--- config.mk ---
export PLATFORM = sky130hd
export DESIGN_NAME = ledsc_top
export DESIGN_NICKNAME = d
export VERILOG_FILES = /design/src/verilog/ledsc_pkg.sv /design/src/verilog/ledsc_edge.sv /design/src/verilog/ledsc_sync.sv /design/src/verilog/ledsc_top.sv
export SDC_FILE = /design/constraint.sdc
export NUM_CORES = 1
export LEC_CHECK = 0
export ABC_CLOCK_PERIOD_IN_PS = 2400
export BUFFER_PORTS_ARGS = -buffer_cell sky130_fd_sc_hd__buf_4
export CORE_ASPECT_RATIO = 1.75
export CORE_UTILIZATION = 51
export DETAILED_ROUTE_END_ITERATION = 10
export PLACE_DENSITY = 0.79
export SYNTH_ARGS = -nofsm -noshare
export SYNTH_HDL_FRONTEND = slang
export SYNTH_SLANG_ARGS = --single-unit
--- constraint.sdc ---
create_clock -name hclk -period 2.4 [get_ports hclk]
set_clock_uncertainty 0.05 [all_clocks]
set_input_delay 0.12 -clock hclk [delete_from_list [all_inputs] [get_ports hclk]]
set_output_delay 0.12 -clock hclk [all_outputs]
set_load 0.01 [all_outputs]
--- src/verilog/ledsc_pkg.sv ---
// Package: constants, types and reset values of the LED driver serial front end
package ledsc_pkg;

  localparam int unsigned CHANNELS = 16;
  localparam int unsigned IMAGE_LEN = 16;
  localparam int unsigned CMD_LEN = 10;
  localparam int unsigned BRIGHT_W = 7;
  localparam int unsigned SCALE_W = 8;
  localparam int unsigned LINK_SYNC_W = CHANNELS + 3;

  // Clock rises with strobe high that select the mode change
  localparam logic [2:0] ENTRY_CLOCKS = 3'h4;
  localparam logic [2:0] CNT_MAX = 3'h7;

  // Command word layout, first shifted bit ends at the top
  localparam int unsigned CMD_BRIGHT_LSB = 3;
  localparam int unsigned CMD_SHORT_BIT = 2;
  localparam int unsigned CMD_SLEEP_BIT = 1;
  localparam int unsigned CMD_UNUSED_BIT = 0;

  // Power-on values of the command fields
  localparam logic [6:0] BRIGHT_RESET = 7'h40;
  localparam logic SHORT_RESET = 1'h1;
  localparam logic SLEEP_RESET = 1'h0;

  // Register byte offsets
  localparam logic [7:0] ADDR_CTRL = 8'h00;
  localparam logic [7:0] ADDR_IMAGE = 8'h04;
  localparam logic [7:0] ADDR_CMD = 8'h08;

  // Control register fields
  localparam int unsigned CTRL_OE_BIT = 0;
  localparam int unsigned CTRL_REPORT_BIT = 1;
  localparam logic [1:0] CTRL_RESET = 2'h1;

  // Command status register fields
  localparam int unsigned STAT_SHORT_BIT = 8;
  localparam int unsigned STAT_SLEEP_BIT = 9;
  localparam int unsigned STAT_MODE_BIT = 16;

  typedef enum logic {
    IMAGE_DATA_MODE,
    COMMAND_DATA_MODE
  } ledsc_mode_t;

  typedef struct packed {
    logic [6:0] global_brightness_code;
    logic short_level_select;
    logic sleep_select;
  } ledsc_cmd_t;

  typedef struct packed {
    ledsc_mode_t mode;
    logic [15:0] shift;
    logic [2:0] clk_cnt;
    logic [15:0] image;
    ledsc_cmd_t cmd;
    logic [15:0] sink;
    logic [7:0] scale;
    logic [1:0] ctrl;
    logic wr_pend;
    logic [7:0] wr_addr;
    logic [31:0] rdata;
  } ledsc_state_t;

  localparam ledsc_state_t STATE_RESET = '{
    mode: IMAGE_DATA_MODE,
    shift: 16'h0000,
    clk_cnt: 3'h0,
    image: 16'h0000,
    cmd: '{global_brightness_code: BRIGHT_RESET, short_level_select: SHORT_RESET,
           sleep_select: SLEEP_RESET},
    sink: 16'h0000,
    scale: 8'h41,
    ctrl: CTRL_RESET,
    wr_pend: 1'h0,
    wr_addr: 8'h00,
    rdata: 32'h0000_0000
  };

endpackage : ledsc_pkg

--- src/verilog/ledsc_edge.sv ---
// Edge finder on already synchronised levels
`timescale 1ns/10ps
module ledsc_edge #(
  parameter int unsigned W = 1,
  parameter logic [W-1:0] RESET_VAL = '0
) (
  input wire logic clk,
  input wire logic rst_n,
  input wire logic [W-1:0] level,
  output logic [W-1:0] rise,
  output logic [W-1:0] fall
);

  logic [W-1:0] prev_reg;

  // Previous level, reset to the idle level to avoid a false edge
  always_ff @(posedge clk or negedge rst_n) begin
    if (!rst_n) begin
      prev_reg <= RESET_VAL;
    end else begin
      prev_reg <= level;
    end
  end

  // One-cycle pulses
  assign rise = level & ~prev_reg;
  assign fall = ~level & prev_reg;

endmodule : ledsc_edge

--- src/verilog/ledsc_sync.sv ---
// Two flip-flop synchroniser for inputs from outside the bus clock domain
`timescale 1ns/10ps
module ledsc_sync #(
  parameter int unsigned W = 1,
  parameter logic [W-1:0] RESET_VAL = '0
) (
  input wire logic clk,
  input wire logic rst_n,
  input wire logic [W-1:0] d,
  output logic [W-1:0] q
);

  logic [W-1:0] meta_reg;
  logic [W-1:0] sync_reg;

  // First stage feeds only the second stage
  always_ff @(posedge clk or negedge rst_n) begin
    if (!rst_n) begin
      meta_reg <= RESET_VAL;
      sync_reg <= RESET_VAL;
    end else begin
      meta_reg <= d;
      sync_reg <= meta_reg;
    end
  end

  assign q = sync_reg;

endmodule : ledsc_sync

--- src/verilog/ledsc_top.sv ---
// Serial front end of a 16-channel LED sink driver with AHB-Lite status access
`timescale 1ns/10ps
module ledsc_top
  import ledsc_pkg::*;
(
  input wire logic hclk,
  input wire logic hresetn,
  input wire logic hsel,
  input wire logic [31:0] haddr,
  input wire logic [1:0] htrans,
  input wire logic hwrite,
  input wire logic [2:0] hsize,
  input wire logic [31:0] hwdata,
  input wire logic hready,
  output logic hreadyout,
  output logic hresp,
  output logic [31:0] hrdata,
  input wire logic link_clk,
  input wire logic serial_data_in,
  input wire logic latch_strobe_n,
  input wire logic [15:0] short_detect,
  output logic serial_data_out,
  output logic [15:0] sink_outputs,
  output ledsc_cmd_t command_fields,
  output logic [7:0] brightness_scale
);

  ledsc_state_t s_reg;
  ledsc_state_t s_next;
  logic [LINK_SYNC_W-1:0] pins_raw;
  logic [LINK_SYNC_W-1:0] pins_s;
  logic [15:0] short_s;
  logic din_s;
  logic strobe_s;
  logic link_clk_s;
  logic [1:0] edge_rise;
  logic [1:0] edge_fall;
  logic clk_rise;
  logic strobe_rise;
  logic strobe_fall;
  logic addr_ok;
  logic [1:0] ctrl_view;
  logic [31:0] read_word;

  // All pins cross into the bus clock through two flip-flops
  assign pins_raw = {short_detect, serial_data_in, latch_strobe_n, link_clk};

  ledsc_sync #(
    .W(LINK_SYNC_W),
    .RESET_VAL({{(LINK_SYNC_W - 2){1'b0}}, 2'h2})
  ) u_sync (
    .clk(hclk),
    .rst_n(hresetn),
    .d(pins_raw),
    .q(pins_s)
  );

  assign short_s = pins_s[LINK_SYNC_W-1:3];
  assign din_s = pins_s[2];
  assign strobe_s = pins_s[1];
  assign link_clk_s = pins_s[0];

  // Edges of link clock (bit 0) and strobe (bit 1); strobe idles high
  ledsc_edge #(
    .W(2),
    .RESET_VAL(2'h2)
  ) u_edge (
    .clk(hclk),
    .rst_n(hresetn),
    .level({strobe_s, link_clk_s}),
    .rise(edge_rise),
    .fall(edge_fall)
  );

  assign clk_rise = edge_rise[0];
  assign strobe_rise = edge_rise[1];
  assign strobe_fall = edge_fall[1];

  // AHB-Lite address phase qualifier
  assign addr_ok = hsel & htrans[1] & hready;

  // A control register write still in its data phase is forwarded to a following read
  always_comb begin
    ctrl_view = s_reg.ctrl;
    if (s_reg.wr_pend && (s_reg.wr_addr == ADDR_CTRL)) begin
      ctrl_view = hwdata[1:0];
    end
  end

  // Read data mux; low byte of the address decodes, unmapped reads zero
  always_comb begin
    read_word = 32'h0000_0000;
    unique case (haddr[7:0])
      ADDR_CTRL: begin
        read_word[1:0] = ctrl_view;
      end
      ADDR_IMAGE: begin
        read_word[15:0] = s_reg.image;
      end
      ADDR_CMD: begin
        read_word[6:0] = s_reg.cmd.global_brightness_code;
        read_word[STAT_SHORT_BIT] = s_reg.cmd.short_level_select;
        read_word[STAT_SLEEP_BIT] = s_reg.cmd.sleep_select;
        read_word[STAT_MODE_BIT] = (s_reg.mode == COMMAND_DATA_MODE);
      end
      default: begin
        read_word = 32'h0000_0000;
      end
    endcase
  end

  // Next state of the whole block
  always_comb begin
    s_next = s_reg;

    // Bus side: writes land in the data phase, read data registered early
    if (s_reg.wr_pend && (s_reg.wr_addr == ADDR_CTRL)) begin
      s_next.ctrl = hwdata[1:0];
    end
    s_next.wr_pend = addr_ok & hwrite;
    s_next.wr_addr = haddr[7:0];
    if (addr_ok && !hwrite) begin
      s_next.rdata = read_word;
    end

    // Shift on each link clock rise; full width, the mode picks the tap
    if (clk_rise) begin
      s_next.shift = {s_reg.shift[14:0], din_s};
      if (strobe_s && (s_reg.clk_cnt != CNT_MAX)) begin
        s_next.clk_cnt = s_reg.clk_cnt + 3'h1;
      end
    end

    // Strobe rise latches the word from before a coincident clock rise, which still shifts unless an error report loads
    if (strobe_rise) begin
      s_next.clk_cnt = 3'h0;
      if (s_reg.mode == IMAGE_DATA_MODE) begin
        s_next.image = s_reg.shift;
        if (s_reg.ctrl[CTRL_REPORT_BIT]) begin
          // Error bits for lit channels, shifted out by the next frame
          s_next.shift = short_s & s_reg.shift;
        end
      end else begin
        s_next.cmd.global_brightness_code =
          s_reg.shift[CMD_BRIGHT_LSB +: BRIGHT_W];
        s_next.cmd.short_level_select = s_reg.shift[CMD_SHORT_BIT];
        s_next.cmd.sleep_select = s_reg.shift[CMD_SLEEP_BIT];
        s_next.mode = IMAGE_DATA_MODE;
      end
    end

    // Mode entry at the strobe fall that ends exactly four clocks
    if (strobe_fall && (s_reg.mode == IMAGE_DATA_MODE) &&
        (s_reg.clk_cnt == ENTRY_CLOCKS)) begin
      s_next.mode = COMMAND_DATA_MODE;
    end

    // Sink drive; sleep and the software enable both blank it
    if (s_reg.cmd.sleep_select || !s_reg.ctrl[CTRL_OE_BIT]) begin
      s_next.sink = 16'h0000;
    end else begin
      s_next.sink = s_reg.image;
    end

    // Current ratio numerator over 128
    s_next.scale = {1'b0, s_reg.cmd.global_brightness_code} + 8'h01;
  end

  // State register
  always_ff @(posedge hclk or negedge hresetn) begin
    if (!hresetn) begin
      s_reg <= STATE_RESET;
    end else begin
      s_reg <= s_next;
    end
  end

  // Outputs; zero wait states, always OKAY
  assign hreadyout = 1'b1;
  assign hresp = 1'b0;
  assign hrdata = s_reg.rdata;
  assign sink_outputs = s_reg.sink;
  assign command_fields = s_reg.cmd;
  assign brightness_scale = s_reg.scale;

  // Cascade tap: bit 15 for image words, bit 9 for command words
  assign serial_data_out = (s_reg.mode == COMMAND_DATA_MODE) ?
                           s_reg.shift[CMD_LEN-1] : s_reg.shift[IMAGE_LEN-1];
endmodule : ledsc_top
==> results of run 1 <==
-- worst reg2reg max path, stage by stage, from the launching register on --
cell and delay [ps]:
dfstp_2 600, nor3b_2 180, buf_4 260, nand2_1 90
buf_4 230, a21oi_1 180, a21oi_1 70
-- power groups by stage --
stage                     combinational [mW]  clock, mW  sequential, mW
after global routing                    1.30       2.65            3.30
after floorplan                        0.976          0            3.11
after global placement                  1.12          0            3.25
after CTS                               1.21       2.52            3.24
after detailed placement                1.16          0            3.28
final                                   1.19       2.48            3.24
-- cells in the final DEF (no fill, tap or decap), types with 2 or more instances in the layout --
cell,Yosys,routed
a31oi_1,2,2
inv_1,9,9
conb_1,2,17
mux2i_1,17,17
xor2_1,2,2
clkbuf_8,0,5
and2_1,18,18
dlygate4sd3_1,0,30
a222oi_1,4,4
dfstp_2,8,8
nor4b_4,2,2
xnor2_1,3,3
clkbuf_16,0,17
clkinv_2,0,4
buf_4,67,90
nor2b_1,5,4
nand2_1,16,16
dfrtp_1,129,129
nor2_1,3,3
and3b_1,2,2
a22o_1,9,9
ha_1,4,4
nand3_1,4,4
clkinv_4,0,2
nor3_1,2,2
and4_1,2,2
a22oi_1,6,6
clkinvlp_4,0,2
a21oi_1,33,33
nor4b_1,2,2
nor4_1,2,2
o22ai_1,3,3
or2_2,2,2
mux2_2,26,26
-- stage by stage --
step                      instance area (um^2)  setup WS [ps]  power [mW]  std cells
after floorplan                           5460            642        4.09        419
after global placement                    5770            708        4.37        560
after detailed placement                  5770            637        4.44        560
after CTS                                 6660            554        6.97        622
after global routing                      6660            426        7.25        622
final                                     6660            543        6.91        622
-- area by class of cell --
| cell class | count | area, um^2 |
|---|---|---|
| Multi-Input combinational cell | 195 | 1430 |
| Inverter | 9 | 33.8 |
| Clock buffer | 22 | 494 |
| Timing Repair Buffer | 122 | 1010 |
| Fill cell | 786 | 3640 |
| Clock inverter | 10 | 91.3 |
| Sequential cell | 137 | 3440 |
| Tap cell | 127 | 159 |
-- metal layers --
metal,part of all wire [%],vias to the layer above,GRT usage [%]
met3,5.3,20,7.19
li1,-,1463,-
met5,0,-,0
met4,2.7,0,9.96
met2,55,102,31.9
met1,37,1581,21.2
-- cell families after synthesis --
group / after synthesis / synth area share (%)
xor gates and xnor gates: 5 / 0.811
DFF: 137 / 63.6
buffers and inverters: 87 / 10.9
muxes: 43 / 8.57
AOI/OAI and AO/OA: 62 / 7.43
adders and majority gates: 4 / 0.926
other: 2 / 0.139
and+or+nand+nor: 64 / 7.57
-- worst max path at each step --
| stage | depth (start not counted) | endpoint | slack, ps |
|---|---|---|---|
| after floorplan | 3 | s_reg[81] | 640 |
| after global placement | 6 | s_reg[99] | 710 |
| after detailed placement | 6 | s_reg[102] | 640 |
| after CTS | 6 | hrdata[0] | 550 |
| after global routing | 6 | hrdata[0] | 430 |
| final | 6 | hrdata[2] | 540 |
-- synth_stat cells (all sizes together), types with 2 or more instances --
| cell | instances | area share, % |
|---|---|---|
| nor2 | 3 | 0.21 |
| a222oi | 4 | 0.74 |
| buf | 71 | 9.8 |
| nor3 | 2 | 0.19 |
| ha | 4 | 0.93 |
| xor2 | 2 | 0.32 |
| and4 | 2 | 0.32 |
| a31oi | 2 | 0.23 |
| xnor2 | 3 | 0.49 |
| nor2b | 5 | 0.58 |
| or2 | 2 | 0.23 |
| a22o | 9 | 1.5 |
| conb | 2 | 0.14 |
| dfrtp | 129 | 60 |
| nand3 | 4 | 0.37 |
| nor4b | 4 | 1.2 |
| a21oi | 33 | 3.1 |
| a22oi | 6 | 0.83 |
| and2 | 18 | 2.1 |
| nor4 | 2 | 0.23 |
| dfstp | 8 | 3.9 |
| nand2 | 16 | 1.1 |
| clkbuf | 7 | 0.49 |
| mux2 | 26 | 5.4 |
| inv | 9 | 0.63 |
| and3b | 2 | 0.32 |
| o22ai | 3 | 0.35 |
| mux2i | 17 | 3.1 |
==> run_results.csv, run 1 <==
group,metric,value,unit
place,numPortBuffers,85,
critical_path,rr_worst_depth,6,
global_route,gr-total-overflow,0,
critical_path,crit_path_max_fanout,8,
clock_network,ctsResizeCount,0,
global_route,grt_pass1_wl,15900,um
critical_path,path_cells,"dlygate4sd3_1 > buf_4 > or4_4 > nor4b_4 > a22oi_1 > nand2_1",
synthesis,synthCells,404,
critical_path,cp_slowest_cell,"dlygate4sd3_1",
pwr,clockPowerShare,35.9,%
sta,setup_viol,0,
die,core_area,10300,um^2
min_path,hold_class,"input port to register",
job,drv_cap,0,
clock_network,cts_sinks,137,
clock_network,ctsHoldBuffers,30,
detailed_routing,drc,0,
finish,largest_reg_flops,47,
detailed_routing,first_pass_iters,4,
clock_network,clockRootBuffer,"clkbuf_16",
die,die_x,79.8,um
synthesis,syn_area_per_cell,13.4,um^2
place,place_hpwl,6270,um
finish,antennaDiodeCount,0,
critical_path,criticalPathCategory,"input port to register",
sta,rsz0062_at_grt,"false",
synthesis,synthArstFlopShare,100,%
synthesis,synth_edf_count,0,
critical_path,critPathLaunchType,"input port",
detailed_routing,drt_iter0_drc,154,
die,rows,49,
critical_path,r2r_end,"s_reg[102]",
synthesis,synth_cell_types,40,
pwr,power.switching,1.83,mW
critical_path,r2r-start,"u_sync.q[1]",
clock_network,numCtsBuffers,17,
finish,fin_nets,579,
finish,finalCoreUtilization,64.6,%
clock_network,postCtsSetupBuffers,0,
clock_network,cts.reportedPaths.clkPinSlew,50,ps
critical_path,crit_required,2690,ps
clock_network,htree_levels,4,
synthesis,ys.flop_type,"dfrtp_1",
pwr,powerDensity,1040,nW/um^2
global_route,first_global_vias,3280,
sta,tns,0,ps
clock_network,cts_tree,"built",
sta,slew_violations,0,
critical_path,crit_family,"simple AND/OR/NAND/NOR gates",
pwr,p_sw_share,26.5,%
critical_path,crit_arrival,2150,ps
critical_path,max_stage_delay,560,ps
pwr,combPwrFrac,17.2,%
die,io_pins,161,
sta,max_freq,539,MHz
sta,relSlewSlack,48.4,%
sta,tightestPinTransition,772,ps
detailed_routing,wire_per_inst,14.9,um
detailed_routing,via_per_inst,5.09,
finish,final_layout_size_suffix_gt1_share,33.3,%
critical_path,r2r_setup_slack,620,ps
min_path,whs_endpoint,"s_reg[41]",
sta,period_needed,1860,ps
pwr,ir_drop,0.000689,V
global_route,grt.total_usage,19.3,%
place,place_congestion,0.737,
die,die-area,11000,um^2
global_route,grt_max_degree,66,
pwr,p_leak,3.25,nW
min_path,hold_depth,4,
synthesis,synth-seq-area-share,63.6,%
die,die_h,138,um
finish,syn2layout_area_growth,23.2,%
detailed_routing,routed_wl,9260,um
synthesis,synthesis.area,5400,um^2
pwr,seqPwrFrac,46.9,%
sta,hold_violations,0,
status,status,"completed",
detailed_routing,ant_nets,0,
critical_path,crit_buf_inv,2,
detailed_routing,vias,3166,
synthesis,ys_warn_count,0,
global_route,antenna_found_initial,0,
clock_network,clock_path_buffers,2,
clock_network,insertion_delay,410,ps
sta,fin_crit_sh,77.4,%
die,start_util,52.5,%
critical_path,cp-end-kind,"register",
pwr,cellInternalPower,5.08,mW
sta,hold_slack,91.5,ps
critical_path,crit_start,"haddr[6]",
synthesis,ys_ff_latch,137,
min_path,min-delay-start,"hwdata[0]",
No activity file was read; power rests on OpenSTA's default activity.
==> inputs of run 2 (changes only) <==
- ABC_CLOCK_PERIOD_IN_PS: 2400 -> 1600
- CORE_UTILIZATION: 51 -> 46
- PLACE_DENSITY: 0.79 -> 0.75
- clock period: 2.4 -> 1.6 ns (I/O delays scaled with it)
==> run_results.csv, run 2 (same netlist as run 1, synthesis figures left out) <==
group,metric,value,unit
min_path,hold_depth,3,
pwr,p_leak,3.39,nW
min_path,hold_class,"input port to register",
finish,final_layout_size_suffix_gt1_share,34.7,%
sta,tightestPinTransition,624,ps
die,rows,52,
sta,period_needed,1540,ps
clock_network,numCtsBuffers,17,
critical_path,crit_arrival,1830,ps
place,numPortBuffers,85,
global_route,grt_pass1_wl,16400,um
die,die-area,12200,um^2
finish,layout_commonest_cell,"dfrtp_1",
critical_path,critPathLaunchType,"input port",
sta,relSlewSlack,57.8,%
finish,finalNonFillerCells,642,
detailed_routing,drc,16,
clock_network,insertion_delay,410,ps
global_route,first_global_vias,3308,
critical_path,crit_path_max_fanout,14,
finish,largest_reg_flops,47,
sta,setup_ws,59.6,ps
detailed_routing,wire_per_inst,15.8,um
critical_path,rr_worst_depth,5,
clock_network,cts_sinks,137,
job,drv_cap,0,
critical_path,cp-end-kind,"register",
clock_network,htree_levels,4,
sta,hold_slack,136,ps
finish,finalInstanceArea,6970,um^2
global_route,grt_max_degree,55,
pwr,finalPower,11.1,mW
global_route,gr-total-overflow,0,
pwr,powerDensity,1590,nW/um^2
clock_network,cts_tree,"built",
pwr,clockPowerShare,38.4,%
pwr,combPwrFrac,17.7,%
finish,antennaDiodeCount,0,
critical_path,crit_required,1890,ps
pwr,ir_drop,0.000899,V
detailed_routing,via_per_inst,5.00,
finish,final_cell_mix,"dfrtp_1, buf_4, a21oi_1",
pwr,cellInternalPower,8.25,mW
sta,max_freq,649,MHz
die,die_x,83.9,um
detailed_routing,ant_nets,0,
sta,fin_crit_sh,96.3,%
die,start_util,46.9,%
finish,fill_cells,867,
sta,setup_viol,0,
detailed_routing,first_pass_iters,8,
place,place_area,5920,um^2
sta,slew_violations,0,
die,io_pins,161,
pwr,p_sw_share,25.3,%
finish,syn2layout_area_growth,28.9,%
detailed_routing,vias,3207,
status,status,"finished, violations left",
place,post-place-ws,40.4,ps
place,place_hpwl,6570,um
global_route,grt.total_usage,17.6,%
clock_network,cts.reportedPaths.clkPinSlew,60,ps
pwr,seqPwrFrac,43.9,%
clock_network,clockRootBuffer,"clkbuf_16",
status,violations,"design-rule violations",
global_route,antenna_found_initial,0,
detailed_routing,drt_iter0_drc,216,
finish,fin_nets,591,
sta,hold_violations,0,
clock_network,clock_path_buffers,2,
die,core_area,11500,um^2
detailed_routing,routed_wl,10100,um
pwr,power.switching,2.80,mW
place,place_congestion,0.748,
die,die_h,145,um
place,dp_cells,574,
critical_path,criticalPathCategory,"input port to register",
[run 2: cell count changes in the layout (fill, tap and decap cells not counted), sizes merged]
cell | before | now
clkinvlp | 2 | 0
inv | 10 | 9
buf | 92 | 101
dlygate4sd3 | 30 | 31
bufinv | 1 | 5
clkinv | 6 | 3
dlymetal6s4s | 0 | 1
clkbuf | 22 | 25
[run 2: worst paths after layout]
kind | from | to | slack, ps
worst max register to register | u_sync.q[1] | s_reg[110] | 90
worst min register to register | u_sync.meta_reg[8] | u_sync.q[8] | 300
worst min-delay path | hwdata[1] | s_reg[42] | 140
max in group asynchronous | hresetn | sink_outputs[12] | 720
min in group asynchronous | hresetn | s_reg[93] | 150
worst max-delay path | haddr[1] | hrdata[3] | 60
[run 2: layout make-up]
cell class	count	area, um^2	area share, %
inverter	9	33.8	0.485
timing repair buffer	134	1210	17.4
multi-input combinational	195	1470	21.1
sequential	137	3440	49.4
clock buffer	24	482	6.91
clock inverter	8	165	2.37
tap	135	169	2.42
[run 2: repair_timing]
| item | CTS | global route |
|---|---|---|
| setup endpoints to repair | 1 | 8 |
| hold endpoints to repair | 112 | 1 |
| gates resized for setup | 0 | 6 |
| buffers inserted | 1 | 2 |
| hold buffers | 31 | 1 |
| pin swaps | 0 | 2 |
| cloned | 0 | 1 |
[run 2: power groups by stage]
stage / clock network (mW) / registers, mW / logic (mW)
after CTS: 4.29 / 4.84 / 1.95
final: 4.24 / 4.86 / 1.95
after global placement: 0 / 4.85 / 1.78
after detailed placement: 0 / 4.90 / 1.85
after floorplan: 0 / 4.67 / 1.47
after global routing: 4.45 / 4.96 / 2.12
[run 2: metal layers]
| metal | up-vias | share of wire, % | global-route usage, % |
|---|---|---|---|
| met5 | - | 0 | 0 |
| met4 | 0 | 3.6 | 9.40 |
| li1 | 1491 | - | - |
| met2 | 102 | 54 | 30.0 |
| met1 | 1589 | 37 | 19.1 |
| met3 | 25 | 5.0 | 6.13 |
[run 2: critical path, cell delays in order]
cell           delay, ps
dlygate4sd3_1        540
buf_4                140
or2_2                360
nor4b_4              350
buf_12               190
a22oi_1               90
nand2_1               80
[run 2: metrics by stage]
stage | util [%] | TNS, ps
CTS | 59.8 | 0
finish | 60.5 | 0
detailed placement | 51.4 | 0
global route | 60.5 | -30.9
floorplan | - | -231
global placement | 51.4 | 0
==> inputs of run 3 (changes only) <==
- ABC_CLOCK_PERIOD_IN_PS: 1600 -> not set
- SYNTH_HIERARCHICAL: not set -> 1
==> run_results.csv, run 3 <==
group,metric,value,unit
finish,finalInstanceArea,7010,um^2
critical_path,max_stage_delay,520,ps
finish,antennaDiodeCount,0,
die,start_util,47.7,%
place,post-place-ws,-227,ps
sta,tns,-3770,ps
sta,hold_violations,0,
detailed_routing,drt_iter0_drc,200,
die,die_h,145,um
synthesis,synthCells,384,
critical_path,crit_required,1840,ps
finish,fill_cells,837,
critical_path,r2r-start,"u_sync/q[1]",
detailed_routing,via_per_inst,5.09,
die,rows,51,
critical_path,rr_worst_depth,7,
pwr,p_leak,3.55,nW
finish,largest_reg_flops,47,
status,violations,"negative setup slack",
pwr,finalPower,8.03,mW
detailed_routing,ant_nets,0,
global_route,first_global_vias,3378,
critical_path,r2r_setup_slack,-190,ps
global_route,grt.total_usage,17.8,%
place,place_area,5910,um^2
global_route,grt_pass1_wl,16400,um
clock_network,cts_sinks,137,
sta,fin_crit_sh,112,%
place,place_congestion,0.765,
critical_path,crit_buf_inv,2,
pwr,powerDensity,1140,nW/um^2
global_route,gr-total-overflow,0,
finish,final_cell_mix,"dfrtp_1, buf_4, dlygate4sd3_1",
detailed_routing,first_pass_iters,4,
critical_path,crit_start,"u_sync/q[1]",
clock_network,htree_levels,4,
die,core_area,11200,um^2
die,die_x,83.6,um
sta,rsz0062_at_grt,"true",
sta,max_freq,559,MHz
sta,setup_viol,32,
critical_path,crit_arrival,2030,ps
critical_path,critPathLaunchType,"register",
finish,finalCoreUtilization,62.4,%
clock_network,numCtsBuffers,17,
clock_network,cts.reportedPaths.clkPinSlew,50,ps
synthesis,synthesis.area,5360,um^2
critical_path,endpoint,"s_reg[98]",
detailed_routing,vias,3194,
sta,period_needed,1790,ps
global_route,antenna_found_initial,0,
critical_path,path_depth,7,
min_path,hold_class,"input port to register",
pwr,ir_drop,0.000879,V
place,dp_cells,556,
global_route,grt_max_degree,53,
critical_path,path_cells,"and2b_2 > nor2b_4 > buf_12 > a21oi_4 > buf_12 > a31o_2 > a22o_1",
detailed_routing,drc,0,
detailed_routing,wire_per_inst,16.7,um
sta,hold_slack,107,ps
synthesis,syn_area_per_cell,14.0,um^2
die,io_pins,161,
synthesis,ys_warn_count,6,
clock_network,insertion_delay,410,ps
place,numPortBuffers,85,
finish,layout_commonest_cell,"dfrtp_1",
detailed_routing,routed_wl,10500,um
finish,syn2layout_area_growth,30.8,%
critical_path,r2r_end,"s_reg[98]",
critical_path,crit_family,"flip-flops",
critical_path,crit_path_max_fanout,16,
critical_path,cp_slowest_cell,"dfstp_2",
job,drv_cap,0,
critical_path,crit_top_cell,"buf_12",
critical_path,criticalPathCategory,"register to register",
place,place_hpwl,6840,um
finish,final_layout_size_suffix_gt1_share,41.4,%
sta,slew_violations,0,
status,status,"finished, violations left",
critical_path,cp-end-kind,"register",
clock_network,clock_path_buffers,2,
clock_network,cts_tree,"built",
finish,fin_nets,580,
sta,setup_ws,-190,ps
finish,finalNonFillerCells,627,
die,die-area,12100,um^2
clock_network,clockRootBuffer,"clkbuf_16",
-- run 3: how the worst min path moves through the flow --
stage	start	endpoint	depth (start not counted)
4_1_cts	haddr[5]	hrdata[0]	4
6_report	haddr[5]	hrdata[0]	4
3_3_place_gp	hresetn	brightness_scale[5]	1
3_5_place_dp	hresetn	brightness_scale[5]	1
2_1_floorplan	hresetn	brightness_scale[1]	0
5_1_grt	haddr[5]	hrdata[0]	4
-- run 3: repair_timing --
| action | CTS | global route |
|---|---|---|
| gates cloned | 0 | 3 |
| hold buffers | 32 | 0 |
| setup buffers | 1 | 7 |
| pin swaps | 4 | 10 |
| hold endpoints to repair | 167 | 0 |
| gates resized for setup | 5 | 9 |
| setup endpoints to repair | 35 | 44 |
-- run 3: final cells by class --
cell class	instances	area [um^2]	share of cell area (%)
well taps	132	165	2.36
multi-input cells	179	1480	21.1
inverters	4	15.0	0.214
clock buffers	23	478	6.82
clock inverters	8	119	1.70
repair buffers	144	1320	18.8
flip-flops and latches	137	3440	49.0
-- run 3: layer usage --
metal  global-route usage (%)  up-vias  share of wire (%)
met2                     33.1      113                 57
li1                         -     1454                  -
met1                     18.0     1604                 36
met4                     8.65        0                2.4
met3                     5.45       23                4.9
met5                        0        -                  0
-- run 3: tightest hold or removal path, stage by stage --
cell,delay [ps]
buf_4,90
or4_4,150
a2111o_1,140
a32oi_1,60
-- run 3: power breakdown --
part	internal (mW)	total, mW	switching, mW	leakage, nW
clock network	2.56	3.90	1.34	0.297
logic	0.264	0.500	0.236	1.48
registers	3.57	3.63	0.0547	1.77
